--- src/design/tsl_params.svh ---
// tsl_params: codes, addresses and reset values of the lock block
// assumes inclusion by bare name from the files that use it
`ifndef TSL_PARAMS_SVH
`define TSL_PARAMS_SVH
// received and transmitted character codes
`define TSL_ESC        8'h1B
`define TSL_LEAD1      8'h5C
`define TSL_STAT_REQ   8'h5E
`define TSL_AMP        8'h26
`define TSL_LC_Q       8'h71
`define TSL_DIG0       8'h30
`define TSL_DIG1       8'h31
`define TSL_UC_L       8'h4C
`define TSL_CR         8'h0D
// status report framing
`define TSL_STAT_HI    4'h3
`define TSL_STAT_LAST  3'h6
// storage word addresses, also the config select codes
`define TSL_NV_STRAP   3'h0
`define TSL_NV_LANG    3'h1
`define TSL_NV_SCOL    3'h2
`define TSL_NV_RET0    3'h3
`define TSL_NV_RET1    3'h4
`define TSL_NV_FLAGS   3'h5
`define TSL_NV_LOCK    3'h6
`define TSL_NV_MARK    3'h7
`define TSL_NVM_MARK   8'hA5
// flag word bit positions
`define TSL_FLG_TWO    0
`define TSL_FLG_RATE   1
// reset values
`define TSL_STRAP_RST  8'h00
`define TSL_LANG_RST   8'h00
`define TSL_SCOL_RST   7'h01
`define TSL_FLAGS_RST  2'h2
`define TSL_LAST_COL   7'h50
// storage and buffer geometry
`define TSL_NV_AW      3
`define TSL_FIFO_W     8
`define TSL_FIFO_D     8
`endif

--- src/design/tsl_pkg.sv ---
// tsl_pkg: types shared by the terminal status and lock block
// assumes numbers come from tsl_params.svh
package tsl_pkg;
  typedef logic [7:0] tsl_byte_t;
  // transmit and storage sequencer
  typedef enum logic [3:0] {
    TX_LOAD    = 4'b0000,
    TX_IDLE    = 4'b0001,
    TX_ST_ESC  = 4'b0010,
    TX_ST_LEAD = 4'b0011,
    TX_ST_BYTE = 4'b0100,
    TX_ST_TERM = 4'b0101,
    TX_LN_RD   = 4'b0110,
    TX_LN_WR   = 4'b0111,
    TX_RET0    = 4'b1000,
    TX_RET1    = 4'b1001,
    TX_SAVE    = 4'b1010
  } tsl_tx_st_t;
  // host escape sequence parser
  typedef enum logic [2:0] {
    RX_IDLE = 3'b000,
    RX_ESC  = 3'b001,
    RX_AMP  = 3'b010,
    RX_Q    = 3'b011,
    RX_DIG  = 3'b100
  } tsl_rx_st_t;
endpackage : tsl_pkg

--- src/design/tsl_if.sv ---
// tsl_if: byte stream with valid and ready between internal modules
// assumes one clock shared by both ends
`timescale 1ns/1ps
interface tsl_if;
  tsl_pkg::tsl_byte_t data;   // byte offered
  logic               valid;  // byte present
  logic               ready;  // sink takes it
  modport src (output valid, output data, input ready);
  modport snk (input valid, input data, output ready);
endinterface : tsl_if

--- src/design/tsl_fifo.sv ---
// tsl_fifo: small first-in first-out buffer on the transmit path
// assumes a power-of-two depth and one clock
`timescale 1ns/1ps
module tsl_fifo #(
  parameter int W = 8,
  parameter int D = 8
) (
  // clock and reset
  input  wire logic         clk,
  input  wire logic         rstn,
  // filling side
  tsl_if.snk                in_s,
  // draining side
  input  wire logic         out_ready,
  output logic              out_valid,
  output logic [W-1:0]      out_data
);
  localparam int AW = $clog2(D);
  logic [W-1:0]  mem [D];  // storage, no reset needed
  logic [AW-1:0] wr_q;     // write pointer
  logic [AW-1:0] rd_q;     // read pointer
  logic [AW:0]   cnt_q;    // words held
  wire           push = in_s.valid && in_s.ready;
  wire           pop  = out_valid && out_ready;
  // full holds back the sequencer
  assign in_s.ready = cnt_q != (AW+1)'(D);
  assign out_valid  = cnt_q != '0;
  assign out_data   = mem[rd_q];
  // data store
  always_ff @(posedge clk) begin
    if (push) mem[wr_q] <= W'(in_s.data);
  end
  // pointers and count
  always_ff @(posedge clk or negedge rstn) begin
    if (!rstn) begin
      wr_q  <= '0;
      rd_q  <= '0;
      cnt_q <= '0;
    end else begin
      if (push) wr_q <= wr_q + 1'b1;
      if (pop) rd_q <= rd_q + 1'b1;
      cnt_q <= cnt_q + (AW+1)'(push) - (AW+1)'(pop);
    end
  end
endmodule : tsl_fifo

--- src/design/tsl_nvm.sv ---
// tsl_nvm: battery-backed configuration words, registered read
// assumes contents persist across rstn; nothing here is reset
`timescale 1ns/1ps
module tsl_nvm #(
  parameter int AW = 3,
  parameter int W  = 8
) (
  // clock
  input  wire logic          clk,
  // write port
  input  wire logic          we,
  input  wire logic [AW-1:0] waddr,
  input  wire logic [W-1:0]  wdata,
  // read port
  input  wire logic [AW-1:0] raddr,
  output logic [W-1:0]       rdata
);
  logic [W-1:0] mem [2**AW] = '{default: '0}; // blank at power-up
  // one write and one registered read per cycle
  always_ff @(posedge clk) begin
    if (we) mem[waddr] <= wdata;
    rdata <= mem[raddr];
  end
endmodule : tsl_nvm

--- src/design/tsl_top.sv ---
// tsl_top: status report, line send, return characters, config lock
// assumes byte links on rx and tx, a line port one cycle behind
// its column, and battery-backed storage
//
// How it works
// - report: lead escape, bytes zero to six, terminator
// - status byte high nibble forced to 0011
// - nibble value maps linearly onto sixteen characters
// - report on self-test or host request
// - line send skips columns left of start
// - return sends one or two chars, default CR
// - refresh rate setting selects 50/60, default 60
// - lock rejects strap and language changes
// - lock sequences honoured only outside config mode
// - leaving config mode saves all settings
`timescale 1ns/1ps
`include "tsl_params.svh"
module tsl_top (
  // clock and reset
  input  wire logic               ref_clk,
  input  wire logic               rstn,
  // bytes from the host
  input  wire logic               rx_valid,
  input  wire tsl_pkg::tsl_byte_t rx_data,
  output logic                    rx_ready,
  // bytes to the host
  output logic                    tx_valid,
  output tsl_pkg::tsl_byte_t      tx_data,
  input  wire logic               tx_ready,
  // local events
  input  wire logic               self_test,
  input  wire logic               key_enter,
  input  wire logic               key_return,
  input  wire logic [27:0]        status_nib,
  // display line read port
  output logic [6:0]              line_col,
  input  wire tsl_pkg::tsl_byte_t line_char,
  // configuration mode and writes
  input  wire logic               cfg_mode,
  input  wire logic               cfg_wr,
  input  wire logic [2:0]         cfg_sel,
  input  wire tsl_pkg::tsl_byte_t cfg_wdata,
  output logic                    cfg_reject,
  // configuration state
  output tsl_pkg::tsl_byte_t      strap_cfg,
  output tsl_pkg::tsl_byte_t      lang_cfg,
  output logic [6:0]              start_col,
  output logic                    refresh_rate_select,
  output logic                    cfg_locked
);
  import tsl_pkg::*;

  // character for one status nibble
  function automatic tsl_byte_t stat_char(input logic [3:0] nib);
    stat_char = {`TSL_STAT_HI, nib};
  endfunction : stat_char

  // sequencer and parser state
  tsl_tx_st_t tx_q;         // sequencer state
  tsl_tx_st_t tx_d;         // its next value
  tsl_rx_st_t rx_q;         // parser state
  tsl_rx_st_t rx_d;         // its next value
  logic       dig_q;        // lock digit seen, 1 locks
  // pending work, each set wins over its clear
  logic       st_pend_q;    // report wanted
  logic       ln_pend_q;    // line send wanted
  logic       ln_ret_q;     // line came from return
  logic       save_pend_q;  // storage write wanted
  logic       cfgm_q;       // config mode last cycle
  // counters
  logic [3:0] ld_q;         // restore step
  logic [2:0] sv_q;         // save address
  logic [2:0] idx_q;        // status byte index
  logic [6:0] col_q;        // line column
  logic [27:0] stat_q;      // status snapshot
  // configuration held
  tsl_byte_t  strap_q;
  tsl_byte_t  lang_q;
  logic [6:0] scol_q;
  tsl_byte_t  ret0_q;
  tsl_byte_t  ret1_q;
  logic [1:0] flags_q;      // two chars, rate 60
  logic       lock_q;
  logic       rdy_q;        // rx accepted once restored
  logic       rej_q;        // locked write refused
  // storage port
  tsl_byte_t  nv_rdata;
  tsl_byte_t  nv_wdata;
  // buffer fill side
  tsl_if      push_if ();

  // host byte decode
  wire        rx_take   = rx_valid && rdy_q;
  wire        is_esc    = rx_data == `TSL_ESC;
  wire        stat_req  = rx_take && (rx_q == RX_ESC) &&
                          (rx_data == `TSL_STAT_REQ);
  wire        lock_hit  = rx_take && (rx_q == RX_DIG) &&
                          (rx_data == `TSL_UC_L) && !cfg_mode;
  wire        st_set    = stat_req || self_test;
  wire        cfg_exit  = cfgm_q && !cfg_mode;
  wire        save_set  = cfg_exit || lock_hit;

  // restore from storage after reset
  wire        loading   = tx_q == TX_LOAD;
  wire [3:0]  ld_prev   = ld_q - 4'h1;
  wire        ld_take   = loading && (ld_q != 4'h0) && (ld_q < 4'h8);
  wire        ld_end    = loading && (ld_q == 4'h8);
  wire        ld_bad    = ld_end && (nv_rdata != `TSL_NVM_MARK);

  // config writes: strap and language refused while locked
  wire        sel_prot  = (cfg_sel == `TSL_NV_STRAP) ||
                          (cfg_sel == `TSL_NV_LANG);
  wire        sel_sys   = (cfg_sel == `TSL_NV_LOCK) ||
                          (cfg_sel == `TSL_NV_MARK);
  wire        cfg_req   = cfg_wr && cfg_mode && !loading;
  wire        cfg_rej   = cfg_req && lock_q && sel_prot;
  wire        cfg_hit   = cfg_req && !sel_sys && !cfg_rej;

  // one word write path for restore, lock sequence and config
  wire        w_en      = ld_take || lock_hit || cfg_hit;
  wire [2:0]  w_addr    = ld_take  ? ld_prev[2:0] :
                          lock_hit ? `TSL_NV_LOCK : cfg_sel;
  wire [7:0]  w_data    = ld_take  ? nv_rdata :
                          lock_hit ? {7'h00, dig_q} : cfg_wdata;

  // sequencer decode
  wire        idle      = tx_q == TX_IDLE;
  wire        st_go     = idle && !save_pend_q && st_pend_q;
  wire        ln_go     = idle && !save_pend_q && !st_pend_q && ln_pend_q;
  wire        col_ok    = (scol_q != 7'h00) && (scol_q <= `TSL_LAST_COL);
  wire        push_v    = (tx_q == TX_ST_ESC) || (tx_q == TX_ST_LEAD) ||
                          (tx_q == TX_ST_BYTE) || (tx_q == TX_ST_TERM) ||
                          (tx_q == TX_LN_WR) || (tx_q == TX_RET0) ||
                          (tx_q == TX_RET1);
  wire        push_ok   = push_v && push_if.ready;
  wire [3:0]  cur_nib   = stat_q[{idx_q, 2'b00} +: 4];
  wire        two_ch    = flags_q[`TSL_FLG_TWO];
  wire [2:0]  nv_raddr  = ld_q[2:0];

  // byte offered to the buffer; only one source at a time
  assign push_if.valid = push_v;
  assign push_if.data  =
    (tx_q == TX_ST_ESC)  ? `TSL_ESC :
    (tx_q == TX_ST_LEAD) ? `TSL_LEAD1 :
    (tx_q == TX_ST_BYTE) ? stat_char(cur_nib) :
    (tx_q == TX_ST_TERM) ? `TSL_CR :
    (tx_q == TX_LN_WR)   ? line_char :
    (tx_q == TX_RET0)    ? ret0_q : ret1_q;

  // word saved at each address
  assign nv_wdata =
    (sv_q == `TSL_NV_STRAP) ? strap_q :
    (sv_q == `TSL_NV_LANG)  ? lang_q :
    (sv_q == `TSL_NV_SCOL)  ? {1'b0, scol_q} :
    (sv_q == `TSL_NV_RET0)  ? ret0_q :
    (sv_q == `TSL_NV_RET1)  ? ret1_q :
    (sv_q == `TSL_NV_FLAGS) ? {6'h00, flags_q} :
    (sv_q == `TSL_NV_LOCK)  ? {7'h00, lock_q} : `TSL_NVM_MARK;

  // parser: a fresh escape always restarts the match
  always_comb begin
    rx_d = RX_IDLE;
    if (is_esc) begin
      rx_d = RX_ESC;
    end else begin
      case (rx_q)
        RX_ESC:  rx_d = (rx_data == `TSL_AMP) ? RX_AMP : RX_IDLE;
        RX_AMP:  rx_d = (rx_data == `TSL_LC_Q) ? RX_Q : RX_IDLE;
        RX_Q: begin
          if ((rx_data == `TSL_DIG0) || (rx_data == `TSL_DIG1)) begin
            rx_d = RX_DIG;
          end
        end
        default: rx_d = RX_IDLE;
      endcase
    end
  end

  // parser state and digit
  always_ff @(posedge ref_clk or negedge rstn) begin
    if (!rstn) begin
      rx_q  <= RX_IDLE;
      dig_q <= 1'b0;
    end else if (rx_take) begin
      rx_q <= rx_d;
      if (rx_q == RX_Q) dig_q <= rx_data == `TSL_DIG1;
    end
  end

  // sequencer: a report runs whole before anything else is started
  always_comb begin
    tx_d = tx_q;
    case (tx_q)
      TX_LOAD: if (ld_end) tx_d = TX_IDLE;
      TX_IDLE: begin
        if (save_pend_q) begin
          tx_d = TX_SAVE;
        end else if (st_pend_q) begin
          tx_d = TX_ST_ESC;
        end else if (ln_pend_q) begin
          tx_d = col_ok ? TX_LN_RD : (ln_ret_q ? TX_RET0 : TX_IDLE);
        end
      end
      TX_ST_ESC:  if (push_ok) tx_d = TX_ST_LEAD;
      TX_ST_LEAD: if (push_ok) tx_d = TX_ST_BYTE;
      TX_ST_BYTE: begin
        if (push_ok && (idx_q == `TSL_STAT_LAST)) tx_d = TX_ST_TERM;
      end
      TX_ST_TERM: if (push_ok) tx_d = TX_IDLE;
      TX_LN_RD:   tx_d = TX_LN_WR;
      TX_LN_WR: begin
        if (push_ok && (col_q == `TSL_LAST_COL)) begin
          tx_d = ln_ret_q ? TX_RET0 : TX_IDLE;
        end else if (push_ok) begin
          tx_d = TX_LN_RD;
        end
      end
      TX_RET0: if (push_ok) tx_d = two_ch ? TX_RET1 : TX_IDLE;
      TX_RET1: if (push_ok) tx_d = TX_IDLE;
      TX_SAVE: if (sv_q == `TSL_NV_MARK) tx_d = TX_IDLE;
      default: tx_d = TX_IDLE;
    endcase
  end

  // sequencer state
  always_ff @(posedge ref_clk or negedge rstn) begin
    if (!rstn) tx_q <= TX_LOAD;
    else tx_q <= tx_d;
  end

  // restore and save counters
  always_ff @(posedge ref_clk or negedge rstn) begin
    if (!rstn) begin
      ld_q <= 4'h0;
      sv_q <= 3'h0;
    end else begin
      if (loading) ld_q <= ld_q + 4'h1;
      if (tx_q == TX_SAVE) sv_q <= sv_q + 3'h1;
      else sv_q <= 3'h0;
    end
  end

  // pending flags: the set term wins over the clear
  always_ff @(posedge ref_clk or negedge rstn) begin
    if (!rstn) begin
      st_pend_q   <= 1'b0;
      ln_pend_q   <= 1'b0;
      ln_ret_q    <= 1'b0;
      save_pend_q <= 1'b0;
      cfgm_q      <= 1'b0;
    end else begin
      st_pend_q   <= (st_pend_q && !st_go) || st_set;
      ln_pend_q   <= (ln_pend_q && !ln_go) || key_enter || key_return;
      save_pend_q <= (save_pend_q && !(idle && save_pend_q)) || save_set;
      cfgm_q      <= cfg_mode;
      if (key_enter || key_return) ln_ret_q <= key_return;
    end
  end

  // report snapshot keeps all seven bytes from one instant
  always_ff @(posedge ref_clk or negedge rstn) begin
    if (!rstn) begin
      stat_q <= 28'h0000000;
      idx_q  <= 3'h0;
    end else if (st_go) begin
      stat_q <= status_nib;
      idx_q  <= 3'h0;
    end else if (push_ok && (tx_q == TX_ST_BYTE)) begin
      idx_q  <= idx_q + 3'h1;
    end
  end

  // line column walks from the start column to the end of line
  always_ff @(posedge ref_clk or negedge rstn) begin
    if (!rstn) col_q <= `TSL_SCOL_RST;
    else if (ln_go) col_q <= scol_q;
    else if (push_ok && (tx_q == TX_LN_WR)) col_q <= col_q + 7'h01;
  end

  // configuration; a blank store falls back to defaults
  always_ff @(posedge ref_clk or negedge rstn) begin
    if (!rstn) begin
      strap_q <= `TSL_STRAP_RST;
      lang_q  <= `TSL_LANG_RST;
      scol_q  <= `TSL_SCOL_RST;
      ret0_q  <= `TSL_CR;
      ret1_q  <= `TSL_CR;
      flags_q <= `TSL_FLAGS_RST;
      lock_q  <= 1'b0;
    end else if (ld_bad) begin
      strap_q <= `TSL_STRAP_RST;
      lang_q  <= `TSL_LANG_RST;
      scol_q  <= `TSL_SCOL_RST;
      ret0_q  <= `TSL_CR;
      ret1_q  <= `TSL_CR;
      flags_q <= `TSL_FLAGS_RST;
      lock_q  <= 1'b0;
    end else if (w_en) begin
      case (w_addr)
        `TSL_NV_STRAP: strap_q <= w_data;
        `TSL_NV_LANG:  lang_q  <= w_data;
        `TSL_NV_SCOL:  scol_q  <= w_data[6:0];
        `TSL_NV_RET0:  ret0_q  <= w_data;
        `TSL_NV_RET1:  ret1_q  <= w_data;
        `TSL_NV_FLAGS: flags_q <= w_data[1:0];
        `TSL_NV_LOCK:  lock_q  <= w_data[0];
        default:       lock_q  <= lock_q;
      endcase
    end
  end

  // status outputs, all registered
  always_ff @(posedge ref_clk or negedge rstn) begin
    if (!rstn) begin
      rdy_q <= 1'b0;
      rej_q <= 1'b0;
    end else begin
      rdy_q <= !loading || ld_end;
      rej_q <= cfg_rej;
    end
  end

  assign rx_ready            = rdy_q;
  assign cfg_reject          = rej_q;
  assign line_col            = col_q;
  assign strap_cfg           = strap_q;
  assign lang_cfg            = lang_q;
  assign start_col           = scol_q;
  assign refresh_rate_select = flags_q[`TSL_FLG_RATE];
  assign cfg_locked          = lock_q;

  // storage: read during restore, written during save
  tsl_nvm #(
    .AW (`TSL_NV_AW),
    .W  (8)
  ) u_nvm (
    .clk   (ref_clk),
    .we    (tx_q == TX_SAVE),
    .waddr (sv_q),
    .wdata (nv_wdata),
    .raddr (nv_raddr),
    .rdata (nv_rdata)
  );

  // transmit buffer; a stalled uart backs up into the sequencer
  tsl_fifo #(
    .W (`TSL_FIFO_W),
    .D (`TSL_FIFO_D)
  ) u_fifo (
    .clk       (ref_clk),
    .rstn      (rstn),
    .in_s      (push_if.snk),
    .out_ready (tx_ready),
    .out_valid (tx_valid),
    .out_data  (tx_data)
  );
endmodule : tsl_top

--- config.mk ---
export PLATFORM = sky130hd
export DESIGN_NAME = tsl_top
export DESIGN_NICKNAME = d
export VERILOG_FILES = /design/src/design/tsl_pkg.sv /design/src/design/tsl_if.sv /design/src/design/tsl_fifo.sv /design/src/design/tsl_nvm.sv /design/src/design/tsl_top.sv
export VERILOG_INCLUDE_DIRS = /design/src /design/src/design
export SDC_FILE = /design/constraint.sdc
export NUM_CORES = 1
export LEC_CHECK = 0
export BUFFER_PORTS_ARGS = -buffer_cell sky130_fd_sc_hd__buf_4
export CAP_MARGIN = 20
export CORE_ASPECT_RATIO = 0.9
export CORE_MARGIN = 5
export CORE_UTILIZATION = 30
export DETAILED_ROUTE_END_ITERATION = 7
export GPL_TIMING_DRIVEN = 0
export SETUP_SLACK_MARGIN = 0.4
export SYNTH_ARGS = -nofsm -noshare
export SYNTH_HDL_FRONTEND = slang
export SYNTH_SLANG_ARGS = --single-unit
--- constraint.sdc ---
create_clock -name ref_clk -period 7.4 [get_ports ref_clk]
set_input_delay 0.74 -clock ref_clk [delete_from_list [all_inputs] [get_ports ref_clk]]
set_output_delay 0.74 -clock ref_clk [all_outputs]
set_load 0.02 [all_outputs]
==> summary.md <==
| Metric | Value |
|---|---|
| Clock skew | `7.138 ps` |
| Via count | `8006` |
| Clock Latency Late Sink | `540 ps` |
| DP HPWL | `22.96 mm` |
| Antenna diode count | `0` |
| Input/output buffers | `106` |
| CTS Buf Count | `28` |
| DR DRC count | `0` |
| Share of cells above drive strength 1 | `0.2607` |
| Synth unique cells | `77` |
| Total GRT Usage | `0.1425` |
| Final period util | `0.5048` |
| Post-synth top cells | `128 x edfxtp_1, 103 x dfrtp_1, 87 x nand2_1` |
| Clock Sinks | `248` |
| Post-CTS Setup Inserts | `0` |
| Post-Syn Instances | `909` |
| Maximum clock rate | `267.7 MHz` |
| Met1 Use GR | `0.2092` |
| Vias in the first global route | `8099` |
| CTS resizes | `0` |
| Core area | `38460 µm²` |
| Synth top area share | `0.3282` |
| Iter 0 DRT Violations | `656` |
| Setup crit end kind | `output port` |
| Initial Util | `0.3045` |
| Gp weighted congestion | `0.8512` |
| Clk buf depth | `3` |
| Routed WL | `31.25 mm` |
| Max Transition Viols Final | `0` |
| Grt met2 use | `0.2224` |
| GRT Residual Overflow | `0` |
| CTS tree | `done` |
| Mapped cell area | `11710 µm²` |
| I/O pin cnt | `107` |
| Final Cell Area | `14300 µm²` |
| Crit-path max FO | `10` |
| Pin count of the biggest net entering global routing | `78` |
| Max_cap viols | `0` |
| Initial antenna violation count | `0` |
| Final antenna-violating net count | `0` |
| Worst setup SP type | `flop` |
| EDFF count, synth | `128` |
| Post-layout net count | `1138` |
| First-pass GRT wire length | `48.17 mm` |
| Final Hold Viols | `0` |
| Largest area contributor in the netlist | `edfxtp_1` |
| Main flop type after synthesis | `edfxtp_1` |
| Tot Pwr | `6.054 mW` |
| Critical path required time | `6660 ps` |
| Async SR Flop Fraction | `0.4516` |
| HP Class | `in -> async` |
| Hold_buf cts | `0` |
| Slew @ Worst Pin | `1014 ps` |
| Fin Setup TNS | `0 ps` |
| P_leak | `5.529 nW` |
| Register area share after synthesis | `0.5822` |
| Post-Syn Nets | `994` |
| Most frequent cell after synthesis | `edfxtp_1` |
| Syn_area_per_cell | `12.88 µm²` |
| Status | `complete, no violations` |
| Clk slew on worst S/H paths | `60 ps` |
| Synth top area cells | `edfxtp_1 33%, dfrtp_1 22%, mux4_2 6.9%, mux2_2 4.4%, mux2i_1 4.2%` |
| Dpl cell area | `13260 µm²` |
| RSZ-0062 raised after global routing | `false` |
| Arrival time worst endpoint | `3000 ps` |
| Tmin final | `3735 ps` |
| Peak VDD IR | `200.6 µV` |
| Warnings from Yosys | `0` |
| Slew Limit Headroom | `0.3184` |
| DIE HEIGHT | `197.4 µm` |
| GR Util met3 | `0.02161` |
| Finish-stage setup viols | `0` |
| Die Area | `43090 µm²` |
| #FFs+latches synth | `248` |
| Wire length per cell | `19.54 µm` |
| Busiest layer in global routing | `met2` |
| Die extent in x | `218.3 µm` |
| Synth-to-layout area growth | `22.06%` |
| P per Cell Area | `423.5 nW/µm²` |
| Vias per cell | `5.007` |
| Row cnt | `68` |
| H-tree depth | `1` |
| Setup CP Type | `reg -> out` |
| Pre-antenna DRT Iters | `4` |
| Clk root buf | `clkbuf_16` |
worst max-delay path, cell delays in order (launching register included):
cell and delay (ps):
dfrtp_1 350, clkbuf_1 580, buf_2 480, mux4_2 560, mux2_2 310, buf_4 170
cells in the final DEF (no fill, tap or decap), types with 5 or more instances in the layout:
master / n
a211oi_1: 6
a21oi_1: 34
a22o_1: 11
a22oi_1: 11
a31oi_1: 9
buf_1: 9
buf_2: 8
buf_4: 108
bufinv_16: 7
clkbuf_1: 32
clkbuf_16: 29
clkinv_1: 5
dfrtp_1: 103
dfstp_2: 9
dfxtp_1: 8
edfxtp_1: 128
ha_1: 20
inv_1: 33
mux2_2: 46
mux2i_1: 49
mux4_2: 36
nand2_1: 87
nand2b_1: 8
nand3_1: 12
nand3b_1: 5
nor2_1: 65
nor2b_1: 14
nor3_1: 12
nor3_2: 7
nor3b_1: 6
o21ai_0: 35
o22ai_1: 8
xnor2_1: 9
path summary, 6_finish.rpt:
| check | start | end | slack [ps] | cells past startpoint |
|---|---|---|---|---|
| max | u_fifo.rd_q[0]$_DFFE_PN0P_ | tx_data[4] | 3660 | 5 |
| max reg2reg | ld_q[1]$_DFFE_PN0N_ | ret1_q[0]$_DFFE_PN1P_ | 3890 | 11 |
| max in group asynchronous | rstn | ret0_q[2]$_DFFE_PN1P_ | 6530 | 2 |
| min in group ref_clk | cfg_mode | cfgm_q$_DFF_PN0_ | 370 | 1 |
| min | rstn | stat_q[10]$_DFFE_PN0P_ | 100 | 1 |
| min reg2reg | cfgm_q$_DFF_PN0_ | save_pend_q$_DFF_PN0_ | 480 | 1 |
per-layer routing:
metal / wire length (µm) / vias up
li1: - / 3697
met5: 0 / -
met4: 658 / 0
met2: 14360 / 244
met3: 1758 / 48
met1: 14480 / 4017
registers in the layout (all words and copies together) (netlist names), 3 cells and up:
register / flops
tx_q: 4
ld_q: 4
ret1_q: 8
rx_q: 3
lang_cfg: 8
stat_q: 28
idx_q: 3
u_fifo.mem: 64
strap_cfg: 8
sv_q: 3
line_col: 7
u_nvm.rdata: 8
u_fifo.rd_q: 3
u_fifo.wr_q: 3
u_fifo.cnt_q: 4
start_col: 7
ret0_q: 8
u_nvm.mem: 64
power by group:
part	switching (mW)	total [mW]	leakage [nW]	internal, mW
registers	0.322	2.31	2.61	1.99
clock network	0.570	1.53	0.495	0.958
logic	1.25	2.22	2.43	0.964
total	2.15	6.05	5.53	3.91
metrics by stage:
step	hold WS, ps	cells	utilization	setup slack (ps)
2_1_floorplan	444.4	909	-	4712
3_3_place_gp	470.5	1540	0.3423	3894
3_5_place_dp	484.7	1545	0.3448	3867
4_1_cts	82.90	1596	0.3712	3573
5_1_grt	97.06	1599	0.3717	3417
6_report	95.27	1599	0.3717	3665
cell type report:
type | instances | area (µm²)
fill | 3785 | 24160
sequential | 248 | 6818
multi-input combinational | 580 | 4603
timing repair buffer | 114 | 874.6
clock buffer | 32 | 737.0
tap | 525 | 656.9
clock inverter | 19 | 279.0
buffer | 46 | 195.2
inverter | 35 | 131.4
cells by family (layout without fill, tap and decap cells):
family                   count (synthesis)  after routing  share of synthesized area
AND/OR/NAND/NOR                        259            259                     0.1111
flip-flops                             248            248                     0.5822
AO/OA/AOI/OAI                          156            156                    0.09071
multiplexers                           131            131                     0.1553
buffers and inverters                   81            246                    0.02788
adder cells (fa/ha/maj)                 21             21                    0.02308
XOR/XNOR                                13             13                   0.009722
No activity file was read; power rests on OpenSTA's default activity.
